--- src/rtcpt_map.svh ---
// register map, field positions, reset values and counts of the real-time counter
// Summary of operation
// trim sign 0 slows count, 1 speeds it
// software keeps prescaler at least halve setting
// error field gives clocks per million cycles
// software supplies trim value from calibration
// two-bit source choice selects RTC clock
// 16-bit tick count, reset zero, low byte first
// count and top writes act after two RTC cycles
// software waits count busy clear before writing
// software waits top busy clear before writing
// 16-bit wrap top, reset all ones
// 16-bit match value, reset zero
// interval code selects 4 to 32768 cycles
// tick generator runs only while enabled
// tick busy high while control syncs
// tick interrupt forwarded only when enabled
// tick flag set per tick, write one clears
// run-while-halted decides debug halt behaviour
// count wraps at top, sets wrap flag
// count equal match sets compare flag
// trim applied only while trim enable set
// free divider; irq is flag and enable
// busy held until new value in force
`ifndef RTCPT_MAP_SVH
`define RTCPT_MAP_SVH
`define RTCPT_OFS_CONTROL 5'h00
`define RTCPT_OFS_STATUS 5'h01
`define RTCPT_OFS_FLAGS 5'h03
`define RTCPT_OFS_TRIM 5'h06
`define RTCPT_OFS_SOURCE 5'h07
`define RTCPT_OFS_COUNT_LO 5'h08
`define RTCPT_OFS_COUNT_HI 5'h09
`define RTCPT_OFS_TOP_LO 5'h0a
`define RTCPT_OFS_TOP_HI 5'h0b
`define RTCPT_OFS_MATCH_LO 5'h0c
`define RTCPT_OFS_MATCH_HI 5'h0d
`define RTCPT_OFS_TICK_CTRL 5'h10
`define RTCPT_OFS_TICK_STAT 5'h11
`define RTCPT_OFS_TICK_IE 5'h12
`define RTCPT_OFS_TICK_FLAG 5'h13
`define RTCPT_OFS_TICK_DBG 5'h15
`define RTCPT_BIT_COUNT_EN 0
`define RTCPT_BIT_TRIM_EN 2
`define RTCPT_BIT_CNT_BUSY 1
`define RTCPT_BIT_TOP_BUSY 2
`define RTCPT_BIT_CMP 1
`define RTCPT_BIT_WRAP 0
`define RTCPT_BIT_SIGN 7
`define RTCPT_RST_COUNT 16'h0000
`define RTCPT_RST_TOP 16'hffff
`define RTCPT_RST_MATCH 16'h0000
`define RTCPT_RST_BYTE 8'h00
`define RTCPT_SYNC_CYCLES 2'h2
`define RTCPT_TRIM_INTERVAL 1000000
`endif

--- src/rtcpt_pkg.sv ---
// types of the real-time counter
package rtcpt_pkg;
   typedef struct packed {
      logic [4:0] addr;
      logic [7:0] wdata;
      logic wr;
      logic rd;
   } rtcpt_bus_t;
   typedef enum logic [1:0] {
      RTCPT_SRC_FAST = 2'h0,
      RTCPT_SRC_SLOW = 2'h1,
      RTCPT_SRC_CRYSTAL = 2'h2,
      RTCPT_SRC_OUTSIDE = 2'h3
   } rtcpt_src_t;
   typedef struct packed {
      logic spare;
      logic [3:0] interval;
      logic [1:0] unused;
      logic tick_enable;
   } rtcpt_tick_ctrl_t;
endpackage

--- src/rtcpt_top.sv ---
// real-time counter with drift trim, wrap, match and periodic tick
//
// Strobed register access was chosen for this implementation.
`timescale 1ns/1ps
`default_nettype none
`include "rtcpt_map.svh"
module rtcpt_top #(
   parameter int TRIM_INTERVAL = `RTCPT_TRIM_INTERVAL
) (
   input wire logic clk,
   input wire logic nrst,
   input wire rtcpt_pkg::rtcpt_bus_t bus_i,
   input wire logic [3:0] src_tick,
   input wire logic debug_halt,
   output logic [7:0] rdata_r,
   output logic tick_irq_r
);
   // one-cycle pulses, one per RTC clock period of each source
   logic rtc_t;
   rtcpt_pkg::rtcpt_src_t source_choice_r;
   logic [7:0] control_r, drift_trim_r, tick_ie_r, tick_dbg_r;
   logic [15:0] tick_count_r, wrap_top_r, match_value_r;
   logic [15:0] count_shadow_r, top_shadow_r;
   logic [7:0] tick_shadow_r;
   rtcpt_pkg::rtcpt_tick_ctrl_t tick_ctrl_r;
   logic count_busy_r, top_busy_r, tick_busy_r;
   logic [1:0] count_sync_r, top_sync_r, tick_sync_r;
   logic wrap_flag_r, cmp_flag_r, tick_flag_r;
   logic [19:0] ppm_cnt_r;
   logic [6:0] corr_left_r;
   logic extra_pend_r, cnt_tick;
   logic [14:0] pit_div_r;
   logic pit_run, tick_hit;
   logic wr_count, wr_top, wr_tick, wr_flags, wr_tick_flag;

   function automatic logic hit_fn(input logic [3:0] code, input logic [14:0] div);
      logic [15:0] mask;
      mask = (16'h0002 << code) - 16'h0001;
      hit_fn = (code != 4'h0) && (code != 4'hf) && ((({1'b0, div}) & mask) == mask);
   endfunction

   function automatic logic [1:0] sync_step(input logic busy, input logic [1:0] cnt);
      sync_step = (busy && rtc_t) ? cnt + 2'h1 : cnt;
   endfunction

   // the selected source pulse is the RTC clock of the whole block
   assign rtc_t = src_tick[source_choice_r];
   assign wr_count = bus_i.wr && (bus_i.addr == `RTCPT_OFS_COUNT_LO || bus_i.addr == `RTCPT_OFS_COUNT_HI);
   assign wr_top = bus_i.wr && (bus_i.addr == `RTCPT_OFS_TOP_LO || bus_i.addr == `RTCPT_OFS_TOP_HI);
   assign wr_tick = bus_i.wr && bus_i.addr == `RTCPT_OFS_TICK_CTRL;
   assign wr_flags = bus_i.wr && bus_i.addr == `RTCPT_OFS_FLAGS;
   assign wr_tick_flag = bus_i.wr && bus_i.addr == `RTCPT_OFS_TICK_FLAG && bus_i.wdata[0];

   // plain configuration registers
   always_ff @(posedge clk or negedge nrst) begin
      if (!nrst) begin
         control_r <= `RTCPT_RST_BYTE;
         drift_trim_r <= `RTCPT_RST_BYTE;
         source_choice_r <= rtcpt_pkg::RTCPT_SRC_FAST;
         match_value_r <= `RTCPT_RST_MATCH;
         tick_ie_r <= `RTCPT_RST_BYTE;
         tick_dbg_r <= `RTCPT_RST_BYTE;
      end else if (bus_i.wr) begin
         unique case (bus_i.addr)
            `RTCPT_OFS_CONTROL: control_r <= bus_i.wdata & 8'h05;
            `RTCPT_OFS_TRIM: drift_trim_r <= bus_i.wdata;
            `RTCPT_OFS_SOURCE: source_choice_r <= rtcpt_pkg::rtcpt_src_t'(bus_i.wdata[1:0]);
            `RTCPT_OFS_MATCH_LO: match_value_r[7:0] <= bus_i.wdata;
            `RTCPT_OFS_MATCH_HI: match_value_r[15:8] <= bus_i.wdata;
            `RTCPT_OFS_TICK_IE: tick_ie_r <= bus_i.wdata & 8'h01;
            `RTCPT_OFS_TICK_DBG: tick_dbg_r <= bus_i.wdata & 8'h01;
            default: ;
         endcase
      end
   end

   // shadows take the bus byte now; the live copy follows after two RTC cycles
   always_ff @(posedge clk or negedge nrst) begin
      if (!nrst) begin
         count_shadow_r <= `RTCPT_RST_COUNT;
         top_shadow_r <= `RTCPT_RST_TOP;
         tick_shadow_r <= `RTCPT_RST_BYTE;
      end else if (bus_i.wr) begin
         unique case (bus_i.addr)
            `RTCPT_OFS_COUNT_LO: count_shadow_r[7:0] <= bus_i.wdata;
            `RTCPT_OFS_COUNT_HI: count_shadow_r[15:8] <= bus_i.wdata;
            `RTCPT_OFS_TOP_LO: top_shadow_r[7:0] <= bus_i.wdata;
            `RTCPT_OFS_TOP_HI: top_shadow_r[15:8] <= bus_i.wdata;
            `RTCPT_OFS_TICK_CTRL: tick_shadow_r <= bus_i.wdata & 8'h79;
            default: ;
         endcase
      end
   end

   // busy flags: a new write restarts the two-cycle wait
   always_ff @(posedge clk or negedge nrst) begin
      if (!nrst) begin
         count_busy_r <= 1'b0;
         top_busy_r <= 1'b0;
         tick_busy_r <= 1'b0;
         count_sync_r <= 2'h0;
         top_sync_r <= 2'h0;
         tick_sync_r <= 2'h0;
      end else begin
         count_sync_r <= wr_count ? 2'h0 : sync_step(count_busy_r, count_sync_r);
         top_sync_r <= wr_top ? 2'h0 : sync_step(top_busy_r, top_sync_r);
         tick_sync_r <= wr_tick ? 2'h0 : sync_step(tick_busy_r, tick_sync_r);
         count_busy_r <= wr_count || (count_busy_r && sync_step(1'b1, count_sync_r) != `RTCPT_SYNC_CYCLES);
         top_busy_r <= wr_top || (top_busy_r && sync_step(1'b1, top_sync_r) != `RTCPT_SYNC_CYCLES);
         tick_busy_r <= wr_tick || (tick_busy_r && sync_step(1'b1, tick_sync_r) != `RTCPT_SYNC_CYCLES);
      end
   end

   // live top and tick control copies, loaded when the wait ends
   always_ff @(posedge clk or negedge nrst) begin
      if (!nrst) begin
         wrap_top_r <= `RTCPT_RST_TOP;
         tick_ctrl_r <= '0;
      end else begin
         if (top_busy_r && !wr_top && rtc_t && top_sync_r == `RTCPT_SYNC_CYCLES - 2'h1) begin
            wrap_top_r <= top_shadow_r;
         end
         if (tick_busy_r && !wr_tick && rtc_t && tick_sync_r == `RTCPT_SYNC_CYCLES - 2'h1) begin
            tick_ctrl_r <= rtcpt_pkg::rtcpt_tick_ctrl_t'(tick_shadow_r);
         end
      end
   end

   // drift trim: the first N RTC cycles of each million are dropped or doubled
   always_ff @(posedge clk or negedge nrst) begin
      if (!nrst) begin
         ppm_cnt_r <= 20'h00000;
         corr_left_r <= 7'h00;
         extra_pend_r <= 1'b0;
      end else begin
         extra_pend_r <= 1'b0;
         if (rtc_t) begin
            if (ppm_cnt_r == 20'(TRIM_INTERVAL - 1)) begin
               ppm_cnt_r <= 20'h00000;
               corr_left_r <= drift_trim_r[6:0];
            end else begin
               ppm_cnt_r <= ppm_cnt_r + 20'h00001;
               if (corr_left_r != 7'h00 && control_r[`RTCPT_BIT_TRIM_EN]) begin
                  corr_left_r <= corr_left_r - 7'h01;
                  // an extra pulse one clk later; clk is far faster than any source
                  extra_pend_r <= drift_trim_r[`RTCPT_BIT_SIGN];
               end
            end
         end
      end
   end

   // slower: the RTC pulse is swallowed; faster: an extra pulse follows it
   assign cnt_tick = extra_pend_r || (rtc_t && !(control_r[`RTCPT_BIT_TRIM_EN] && corr_left_r != 7'h00
                     && ppm_cnt_r != 20'(TRIM_INTERVAL - 1) && !drift_trim_r[`RTCPT_BIT_SIGN]));

   // tick count with wrap at top
   always_ff @(posedge clk or negedge nrst) begin
      if (!nrst) begin
         tick_count_r <= `RTCPT_RST_COUNT;
      end else if (count_busy_r && !wr_count && rtc_t && count_sync_r == `RTCPT_SYNC_CYCLES - 2'h1) begin
         tick_count_r <= count_shadow_r;
      end else if (cnt_tick && control_r[`RTCPT_BIT_COUNT_EN]) begin
         tick_count_r <= (tick_count_r == wrap_top_r) ? 16'h0000 : tick_count_r + 16'h0001;
      end
   end

   // wrap and compare flags; a hardware set beats a same-cycle clear
   always_ff @(posedge clk or negedge nrst) begin
      if (!nrst) begin
         wrap_flag_r <= 1'b0;
         cmp_flag_r <= 1'b0;
      end else begin
         if (cnt_tick && control_r[`RTCPT_BIT_COUNT_EN] && tick_count_r == wrap_top_r) begin
            wrap_flag_r <= 1'b1;
         end else if (wr_flags && bus_i.wdata[`RTCPT_BIT_WRAP]) begin
            wrap_flag_r <= 1'b0;
         end
         if (cnt_tick && control_r[`RTCPT_BIT_COUNT_EN] && tick_count_r == match_value_r) begin
            cmp_flag_r <= 1'b1;
         end else if (wr_flags && bus_i.wdata[`RTCPT_BIT_CMP]) begin
            cmp_flag_r <= 1'b0;
         end
      end
   end

   // periodic tick: free divider on the raw RTC clock, frozen in debug unless told to run
   assign pit_run = tick_ctrl_r.tick_enable && rtc_t && (tick_dbg_r[0] || !debug_halt);
   assign tick_hit = pit_run && hit_fn(tick_ctrl_r.interval, pit_div_r);

   always_ff @(posedge clk or negedge nrst) begin
      if (!nrst) begin
         pit_div_r <= 15'h0000;
      end else if (!tick_ctrl_r.tick_enable) begin
         pit_div_r <= 15'h0000;
      end else if (pit_run) begin
         pit_div_r <= pit_div_r + 15'h0001;
      end
   end

   always_ff @(posedge clk or negedge nrst) begin
      if (!nrst) begin
         tick_flag_r <= 1'b0;
      end else if (tick_hit) begin
         tick_flag_r <= 1'b1;
      end else if (wr_tick_flag) begin
         tick_flag_r <= 1'b0;
      end
   end

   always_ff @(posedge clk or negedge nrst) begin
      if (!nrst) begin
         tick_irq_r <= 1'b0;
      end else begin
         tick_irq_r <= (tick_hit || (tick_flag_r && !wr_tick_flag)) && tick_ie_r[0];
      end
   end

   // read data stand in the cycle after the strobe only
   always_ff @(posedge clk or negedge nrst) begin
      if (!nrst) begin
         rdata_r <= `RTCPT_RST_BYTE;
      end else if (!bus_i.rd) begin
         rdata_r <= 8'h00;
      end else begin
         unique case (bus_i.addr)
            `RTCPT_OFS_CONTROL: rdata_r <= control_r;
            `RTCPT_OFS_STATUS: rdata_r <= {5'h00, top_busy_r, count_busy_r, 1'b0};
            `RTCPT_OFS_FLAGS: rdata_r <= {6'h00, cmp_flag_r, wrap_flag_r};
            `RTCPT_OFS_TRIM: rdata_r <= drift_trim_r;
            `RTCPT_OFS_SOURCE: rdata_r <= {6'h00, source_choice_r};
            `RTCPT_OFS_COUNT_LO: rdata_r <= tick_count_r[7:0];
            `RTCPT_OFS_COUNT_HI: rdata_r <= tick_count_r[15:8];
            `RTCPT_OFS_TOP_LO: rdata_r <= top_shadow_r[7:0];
            `RTCPT_OFS_TOP_HI: rdata_r <= top_shadow_r[15:8];
            `RTCPT_OFS_MATCH_LO: rdata_r <= match_value_r[7:0];
            `RTCPT_OFS_MATCH_HI: rdata_r <= match_value_r[15:8];
            `RTCPT_OFS_TICK_CTRL: rdata_r <= tick_shadow_r;
            `RTCPT_OFS_TICK_STAT: rdata_r <= {7'h00, tick_busy_r};
            `RTCPT_OFS_TICK_IE: rdata_r <= tick_ie_r;
            `RTCPT_OFS_TICK_FLAG: rdata_r <= {7'h00, tick_flag_r};
            `RTCPT_OFS_TICK_DBG: rdata_r <= tick_dbg_r;
            default: rdata_r <= 8'h00;
         endcase
      end
   end
endmodule
`default_nettype wire

--- config.mk ---
export PLATFORM = sky130hd
export DESIGN_NAME = rtcpt_top
export DESIGN_NICKNAME = d
export VERILOG_FILES = /design/src/rtcpt_pkg.sv /design/src/rtcpt_top.sv
export VERILOG_INCLUDE_DIRS = /design/src
export SDC_FILE = /design/constraint.sdc
export NUM_CORES = 1
export LEC_CHECK = 0
export BUFFER_PORTS_ARGS = -buffer_cell sky130_fd_sc_hd__clkbuf_2
export CAP_MARGIN = 20
export CORE_ASPECT_RATIO = 1.75
export CORE_MARGIN = 2
export CORE_UTILIZATION = 56
export DETAILED_ROUTE_END_ITERATION = 6
export GPL_TIMING_DRIVEN = 0
export PLACE_DENSITY = 0.76
export SLEW_MARGIN = 20
export SYNTH_ARGS = -nofsm -noshare
export SYNTH_HDL_FRONTEND = slang
export SYNTH_SLANG_ARGS = --single-unit
export TNS_END_PERCENT = 10
--- constraint.sdc ---
create_clock -name clk -period 2.35 [get_ports clk]
set_clock_uncertainty 0.1 [all_clocks]
set_input_delay 0.47 -clock clk [delete_from_list [all_inputs] [get_ports clk]]
set_output_delay 0.47 -clock clk [all_outputs]
set_load 0.02 [all_outputs]
==> report_table.html <==
<table>
<tr><th>Metric</th><th>Value</th></tr>
<tr><th colspan="2">Yosys</th></tr>
<tr><td>Number of instances in the synthesized netlist</td><td>816</td></tr>
<tr><td>Post-synth ARST share</td><td>100%</td></tr>
<tr><td>Total standard cell area after synthesis</td><td>0.00865 mm^2</td></tr>
<tr><td>Unique masters post-synth</td><td>64</td></tr>
<tr><td>Number of synthesized register bits</td><td>168</td></tr>
<tr><td>Total nets after synthesis</td><td>847</td></tr>
<tr><td>Seq/Total Area, Yosys</td><td>49.1%</td></tr>
<tr><td>YS warnings</td><td>0</td></tr>
<tr><td>Main flop type after synthesis</td><td>sky130_fd_sc_hd__dfrtp_1</td></tr>
<tr><td>Count of flip-flops with a built-in enable after synthesis</td><td>0</td></tr>
<tr><td>Average size of a mapped cell</td><td>10.6 um^2</td></tr>
<tr><th colspan="2">Clock network</th></tr>
<tr><td>Clock edge transition at the registers on the reported setup and hold paths</td><td>0.07 ns</td></tr>
<tr><td>Clk root buf</td><td>sky130_fd_sc_hd__clkbuf_16</td></tr>
<tr><td>CTS Hold Buffers Added</td><td>0</td></tr>
<tr><td>Source-to-sink clock delay at the later pin of the worst-skew pair</td><td>0.44 ns</td></tr>
<tr><td>Number of clock sinks</td><td>168</td></tr>
<tr><td>Number of buffers added by the clock tree synthesis step</td><td>17</td></tr>
<tr><td>CTS tree</td><td>done</td></tr>
<tr><td>CTS H-tree depth</td><td>4</td></tr>
<tr><td>Max Buffers Root-to-Sink</td><td>2</td></tr>
<tr><th colspan="2">Finish</th></tr>
<tr><td>Proportion of layout cells with a drive suffix above 1</td><td>30.0%</td></tr>
<tr><td>Area growth from synthesis to layout</td><td>16.7%</td></tr>
<tr><td>Finished Core Util</td><td>66.3%</td></tr>
<tr><td>Design Area, Final</td><td>0.0101 mm^2</td></tr>
<tr><td>Fin cells</td><td>1082</td></tr>
<tr><td>Count of inserted antenna diode cells</td><td>0</td></tr>
<tr><td>Final-stage net count</td><td>914</td></tr>
<tr><th colspan="2">Global route</th></tr>
<tr><td>Number of global-route vias before repair</td><td>7061</td></tr>
<tr><td>Number of antenna violations at the first check in global routing</td><td>0</td></tr>
<tr><td>Global-route wire length before repair</td><td>37.8 mm</td></tr>
<tr><td>Total congestion overflow after global routing</td><td>0</td></tr>
<tr><td>GRT Resource Usage Total</td><td>29.7%</td></tr>
<tr><td>Maximum number of pins on one net before global-route repair</td><td>86</td></tr>
<tr><th colspan="2">STA</th></tr>
<tr><td>Final period demand of the worst path</td><td>2.54 ns</td></tr>
<tr><td>Post-layout worst setup margin</td><td>-0.190 ns</td></tr>
<tr><td>Worst max-slew margin expressed relative to the limit</td><td>42.6%</td></tr>
<tr><td>Max Clk Rate</td><td>394 MHz</td></tr>
<tr><td>Worst slew pin tran</td><td>0.858 ns</td></tr>
<tr><td>Endpoints failing hold</td><td>28</td></tr>
<tr><td>Final setup fails</td><td>20</td></tr>
<tr><td>Share of the clock period used by the worst path after layout</td><td>108%</td></tr>
<tr><td>Pins Over Slew Limit</td><td>0</td></tr>
<tr><td>Worst-case hold slack</td><td>-0.0444 ns</td></tr>
<tr><td>RSZ-0062 raised after global routing</td><td>yes</td></tr>
<tr><th colspan="2">Critical path</th></tr>
<tr><td>Worst path required time</td><td>2.60 ns</td></tr>
<tr><td>Sort of element at the start of the critical path</td><td>flip-flop</td></tr>
<tr><td>Sort of element at the end of the critical path</td><td>flip-flop</td></tr>
<tr><td>Internal reg-to-reg setup slack</td><td>-0.19 ns</td></tr>
<tr><td>Max FO, Critical Path</td><td>6</td></tr>
<tr><td>Kind of critical path</td><td>flip-flop to flip-flop</td></tr>
<tr><td>Critical path arrival</td><td>2.79 ns</td></tr>
<tr><th colspan="2">Routing</th></tr>
<tr><td>Number of nets with antenna violations after detailed routing</td><td>0</td></tr>
<tr><td>DRT iter0 DRCs</td><td>513</td></tr>
<tr><td>Detailed-routing iteration count for the pre-antenna-repair pass</td><td>5</td></tr>
<tr><td>Post-route DRC violation count</td><td>0</td></tr>
<tr><td>Average detailed-routed wire length per instance</td><td>22.5 um</td></tr>
<tr><td>Drt total wl</td><td>24.4 mm</td></tr>
<tr><td>Vias</td><td>7036</td></tr>
<tr><td>Number of vias per cell</td><td>6.50</td></tr>
<tr><th colspan="2">Pwr</th></tr>
<tr><td>Worst IR Drop VDD</td><td>0.000591 V</td></tr>
<tr><td>Total power</td><td>10300 uW</td></tr>
<tr><td>Leakage power of the design</td><td>0.00435 uW</td></tr>
<tr><td>Power per Cell Area</td><td>1020 mW/mm^2</td></tr>
<tr><th colspan="2">Placement</th></tr>
<tr><td>Number of cells in the design after placement</td><td>1030</td></tr>
<tr><td>Placer Congestion</td><td>0.950</td></tr>
<tr><td>Area post-placement</td><td>0.00908 mm^2</td></tr>
<tr><td>Quantity of I/O buffers inserted on ports</td><td>27</td></tr>
<tr><td>Detail Placement HPWL</td><td>16.5 mm</td></tr>
<tr><th colspan="2">Floorplanning</th></tr>
<tr><td>Core area</td><td>0.0152 mm^2</td></tr>
<tr><td>Initial cell density of the core</td><td>56.8%</td></tr>
<tr><td>Vertical extent of the die</td><td>168 um</td></tr>
<tr><td>Row count</td><td>60</td></tr>
<tr><td>DIE AREA</td><td>0.0165 mm^2</td></tr>
<tr><td>I/O pin total</td><td>31</td></tr>
<tr><td>Die Width</td><td>98.0 um</td></tr>
<tr><th colspan="2">Hold path</th></tr>
<tr><td>Min-Delay Path Class</td><td>input port to async pin</td></tr>
<tr><th colspan="2">Status</th></tr>
<tr><td>Status</td><td>finished with violations</td></tr>
<tr><td>Violations in the final reports</td><td>negative hold slack, negative setup slack</td></tr>
<tr><th colspan="2">Job</th></tr>
<tr><td>Max Cap Viol</td><td>0</td></tr>
</table>
==> routing by layer <==
metal,wire length (um),vias to the layer above,GRT usage (%)
met5,0,-,0
met4,1820,0,19.4
met3,1200,123,4.65
met2,12800,326,53.2
met1,8580,3490,31.9
li1,-,3097,-
==> worst max-delay path, stage by stage, from the launching register on <==
cell and delay (ns):
sky130_fd_sc_hd__dfrtp_1 0.38, sky130_fd_sc_hd__or4b_4 0.54, sky130_fd_sc_hd__or4_4 0.56, sky130_fd_sc_hd__a211oi_4 0.24, sky130_fd_sc_hd__buf_6 0.17, sky130_fd_sc_hd__buf_6 0.12, sky130_fd_sc_hd__nand3b_1 0.09, sky130_fd_sc_hd__a31oi_2 0.25
==> repair_timing <==
item,CTS,global route
endpoints found under the setup margin,77,73
endpoints found under the hold margin,0,0
pin swaps,20,20
resized for setup,44,53
setup buffers,11,13
cloned,1,1
==> flip-flops by register name (all words and copies together) (netlist names), 2 cells and up <==
name             count
count_shadow_r      16
count_sync_r         2
drift_trim_r         8
tick_count_r        16
wrap_top_r          16
control_r            2
tick_shadow_r        5
rdata_r              8
corr_left_r          7
ppm_cnt_r           20
tick_sync_r          2
top_shadow_r        16
tick_ctrl_r          5
source_choice_r      2
match_value_r       16
pit_div_r           15
top_sync_r           2
==> stage by stage <==
step / setup TNS [ns] / hold slack (ns) / worst slack, ns
floorplan: -0.850 / 0.0744 / -0.0705
global placement: -387.09 / 0.375 / -2.24
detailed placement: -47.97 / 0.382 / -0.924
CTS: -3.87 / 0.00569 / -0.250
global route: -4.13 / 0.0342 / -0.288
finish: -1.87 / -0.0444 / -0.190
==> worst paths after layout <==
| kind | cells past startpoint | end | start |
|---|---|---|---|
| hold reg to reg | 1 | ppm_cnt_r[4]$_DFFE_PN0P_ | ppm_cnt_r[4]$_DFFE_PN0P_ |
| max in group asynchronous | 2 | wrap_top_r[4]$_DFFE_PN1P_ | nrst |
| setup reg to reg | 7 | tick_count_r[6]$_DFFE_PN0P_ | ppm_cnt_r[12]$_DFFE_PN0P_ |
| setup / recovery | 7 | tick_count_r[6]$_DFFE_PN0P_ | ppm_cnt_r[12]$_DFFE_PN0P_ |
| min in group clk | 2 | top_shadow_r[15]$_DFFE_PN1P_ | bus_i[9] |
| hold / removal | 1 | pit_div_r[4]$_DFFE_PN0P_ | nrst |
==> logic make-up (layout without fill, tap and decap cells) <==
group | count (synthesis) | after routing | synth area share (%)
DFF | 168 | 168 | 49.1
adders and majority gates | 9 | 9 | 1.30
muxes | 93 | 93 | 12.1
and+or+nand+nor | 267 | 267 | 16.3
xor gates and xnor gates | 66 | 66 | 6.68
buffers and inverters | 58 | 138 | 2.65
AOI/OAI and AO/OA | 155 | 155 | 11.9
==> cells in the mapped netlist, types with 3 or more instances <==
cell	instances	share of area (%)
sky130_fd_sc_hd__a21boi_0	3	0.26
sky130_fd_sc_hd__a21o_1	3	0.26
sky130_fd_sc_hd__a21oi_1	30	1.7
sky130_fd_sc_hd__a221oi_1	7	0.71
sky130_fd_sc_hd__a22o_1	5	0.51
sky130_fd_sc_hd__a22oi_1	17	1.5
sky130_fd_sc_hd__a31oi_1	25	1.8
sky130_fd_sc_hd__and2_1	18	1.3
sky130_fd_sc_hd__and3_1	14	1.0
sky130_fd_sc_hd__and4_1	6	0.61
sky130_fd_sc_hd__buf_2	3	0.17
sky130_fd_sc_hd__clkbuf_1	40	1.7
sky130_fd_sc_hd__dfrtp_1	136	39
sky130_fd_sc_hd__dfstp_2	32	9.7
sky130_fd_sc_hd__ha_1	9	1.3
sky130_fd_sc_hd__inv_1	14	0.61
sky130_fd_sc_hd__mux2_2	86	11
sky130_fd_sc_hd__mux2i_1	6	0.69
sky130_fd_sc_hd__nand2_1	53	2.3
sky130_fd_sc_hd__nand2b_1	10	0.72
sky130_fd_sc_hd__nand3_1	25	1.4
sky130_fd_sc_hd__nand3b_1	10	0.87
sky130_fd_sc_hd__nand4_1	19	1.4
sky130_fd_sc_hd__nand4b_1	4	0.40
sky130_fd_sc_hd__nor2_1	65	2.8
sky130_fd_sc_hd__nor2b_1	6	0.43
sky130_fd_sc_hd__nor3_1	9	0.52
sky130_fd_sc_hd__nor3b_1	5	0.43
sky130_fd_sc_hd__nor4_1	7	0.51
sky130_fd_sc_hd__o21ai_0	28	1.6
sky130_fd_sc_hd__o21ai_1	4	0.23
sky130_fd_sc_hd__o21bai_1	3	0.26
sky130_fd_sc_hd__o311ai_0	4	0.40
sky130_fd_sc_hd__or2_2	3	0.22
sky130_fd_sc_hd__or3b_2	3	0.30
sky130_fd_sc_hd__xnor2_1	37	3.7
sky130_fd_sc_hd__xor2_1	29	2.9
==> report_power, final <==
group	leakage [uW]	internal [uW]	switching (uW)
sequential	0.00209	3600	743
clock	0.000290	1590	1220
combinational	0.00196	1500	1660
==> layout make-up <==
type                            instances  area (um^2)
Buffer                                 38          214
Clock buffer                           22          484
Clock inverter                         10          106
Fill cell                            1134         5140
Inverter                               14         52.6
Multi-Input combinational cell        590         4390
Sequential cell                       168         4250
Tap cell                              186          233
Timing Repair Buffer                   54          375
==> cell usage in the layout (no fill, tap or decap), types with 6 or more instances in the layout <==
cell type                   synthesis  final
sky130_fd_sc_hd__and2_1            18     18
sky130_fd_sc_hd__dfrtp_1          136    135
sky130_fd_sc_hd__o21ai_0           28     23
sky130_fd_sc_hd__ha_1               9      8
sky130_fd_sc_hd__clkbuf_2           0     39
sky130_fd_sc_hd__and3_1            14     13
sky130_fd_sc_hd__a221oi_1           7      7
sky130_fd_sc_hd__nor4_1             7      6
sky130_fd_sc_hd__mux2_2            86     86
sky130_fd_sc_hd__nand3b_1          10     10
sky130_fd_sc_hd__and4_1             6      6
sky130_fd_sc_hd__buf_6              1      8
sky130_fd_sc_hd__buf_4              0     23
sky130_fd_sc_hd__a22oi_1           17     17
sky130_fd_sc_hd__xor2_1            29     29
sky130_fd_sc_hd__mux2i_1            6      6
sky130_fd_sc_hd__nand2_1           53     52
sky130_fd_sc_hd__inv_1             14     14
sky130_fd_sc_hd__dfstp_2           32     32
sky130_fd_sc_hd__xnor2_1           37     36
sky130_fd_sc_hd__nand4_1           19     19
sky130_fd_sc_hd__clkbuf_1          40     19
sky130_fd_sc_hd__nor2_1            65     59
sky130_fd_sc_hd__nand3_1           25     23
sky130_fd_sc_hd__nand2b_1          10     10
sky130_fd_sc_hd__a31oi_1           25     24
sky130_fd_sc_hd__clkbuf_16          0     17
sky130_fd_sc_hd__a21oi_1           30     28
(Power assumes the default switching activity.)
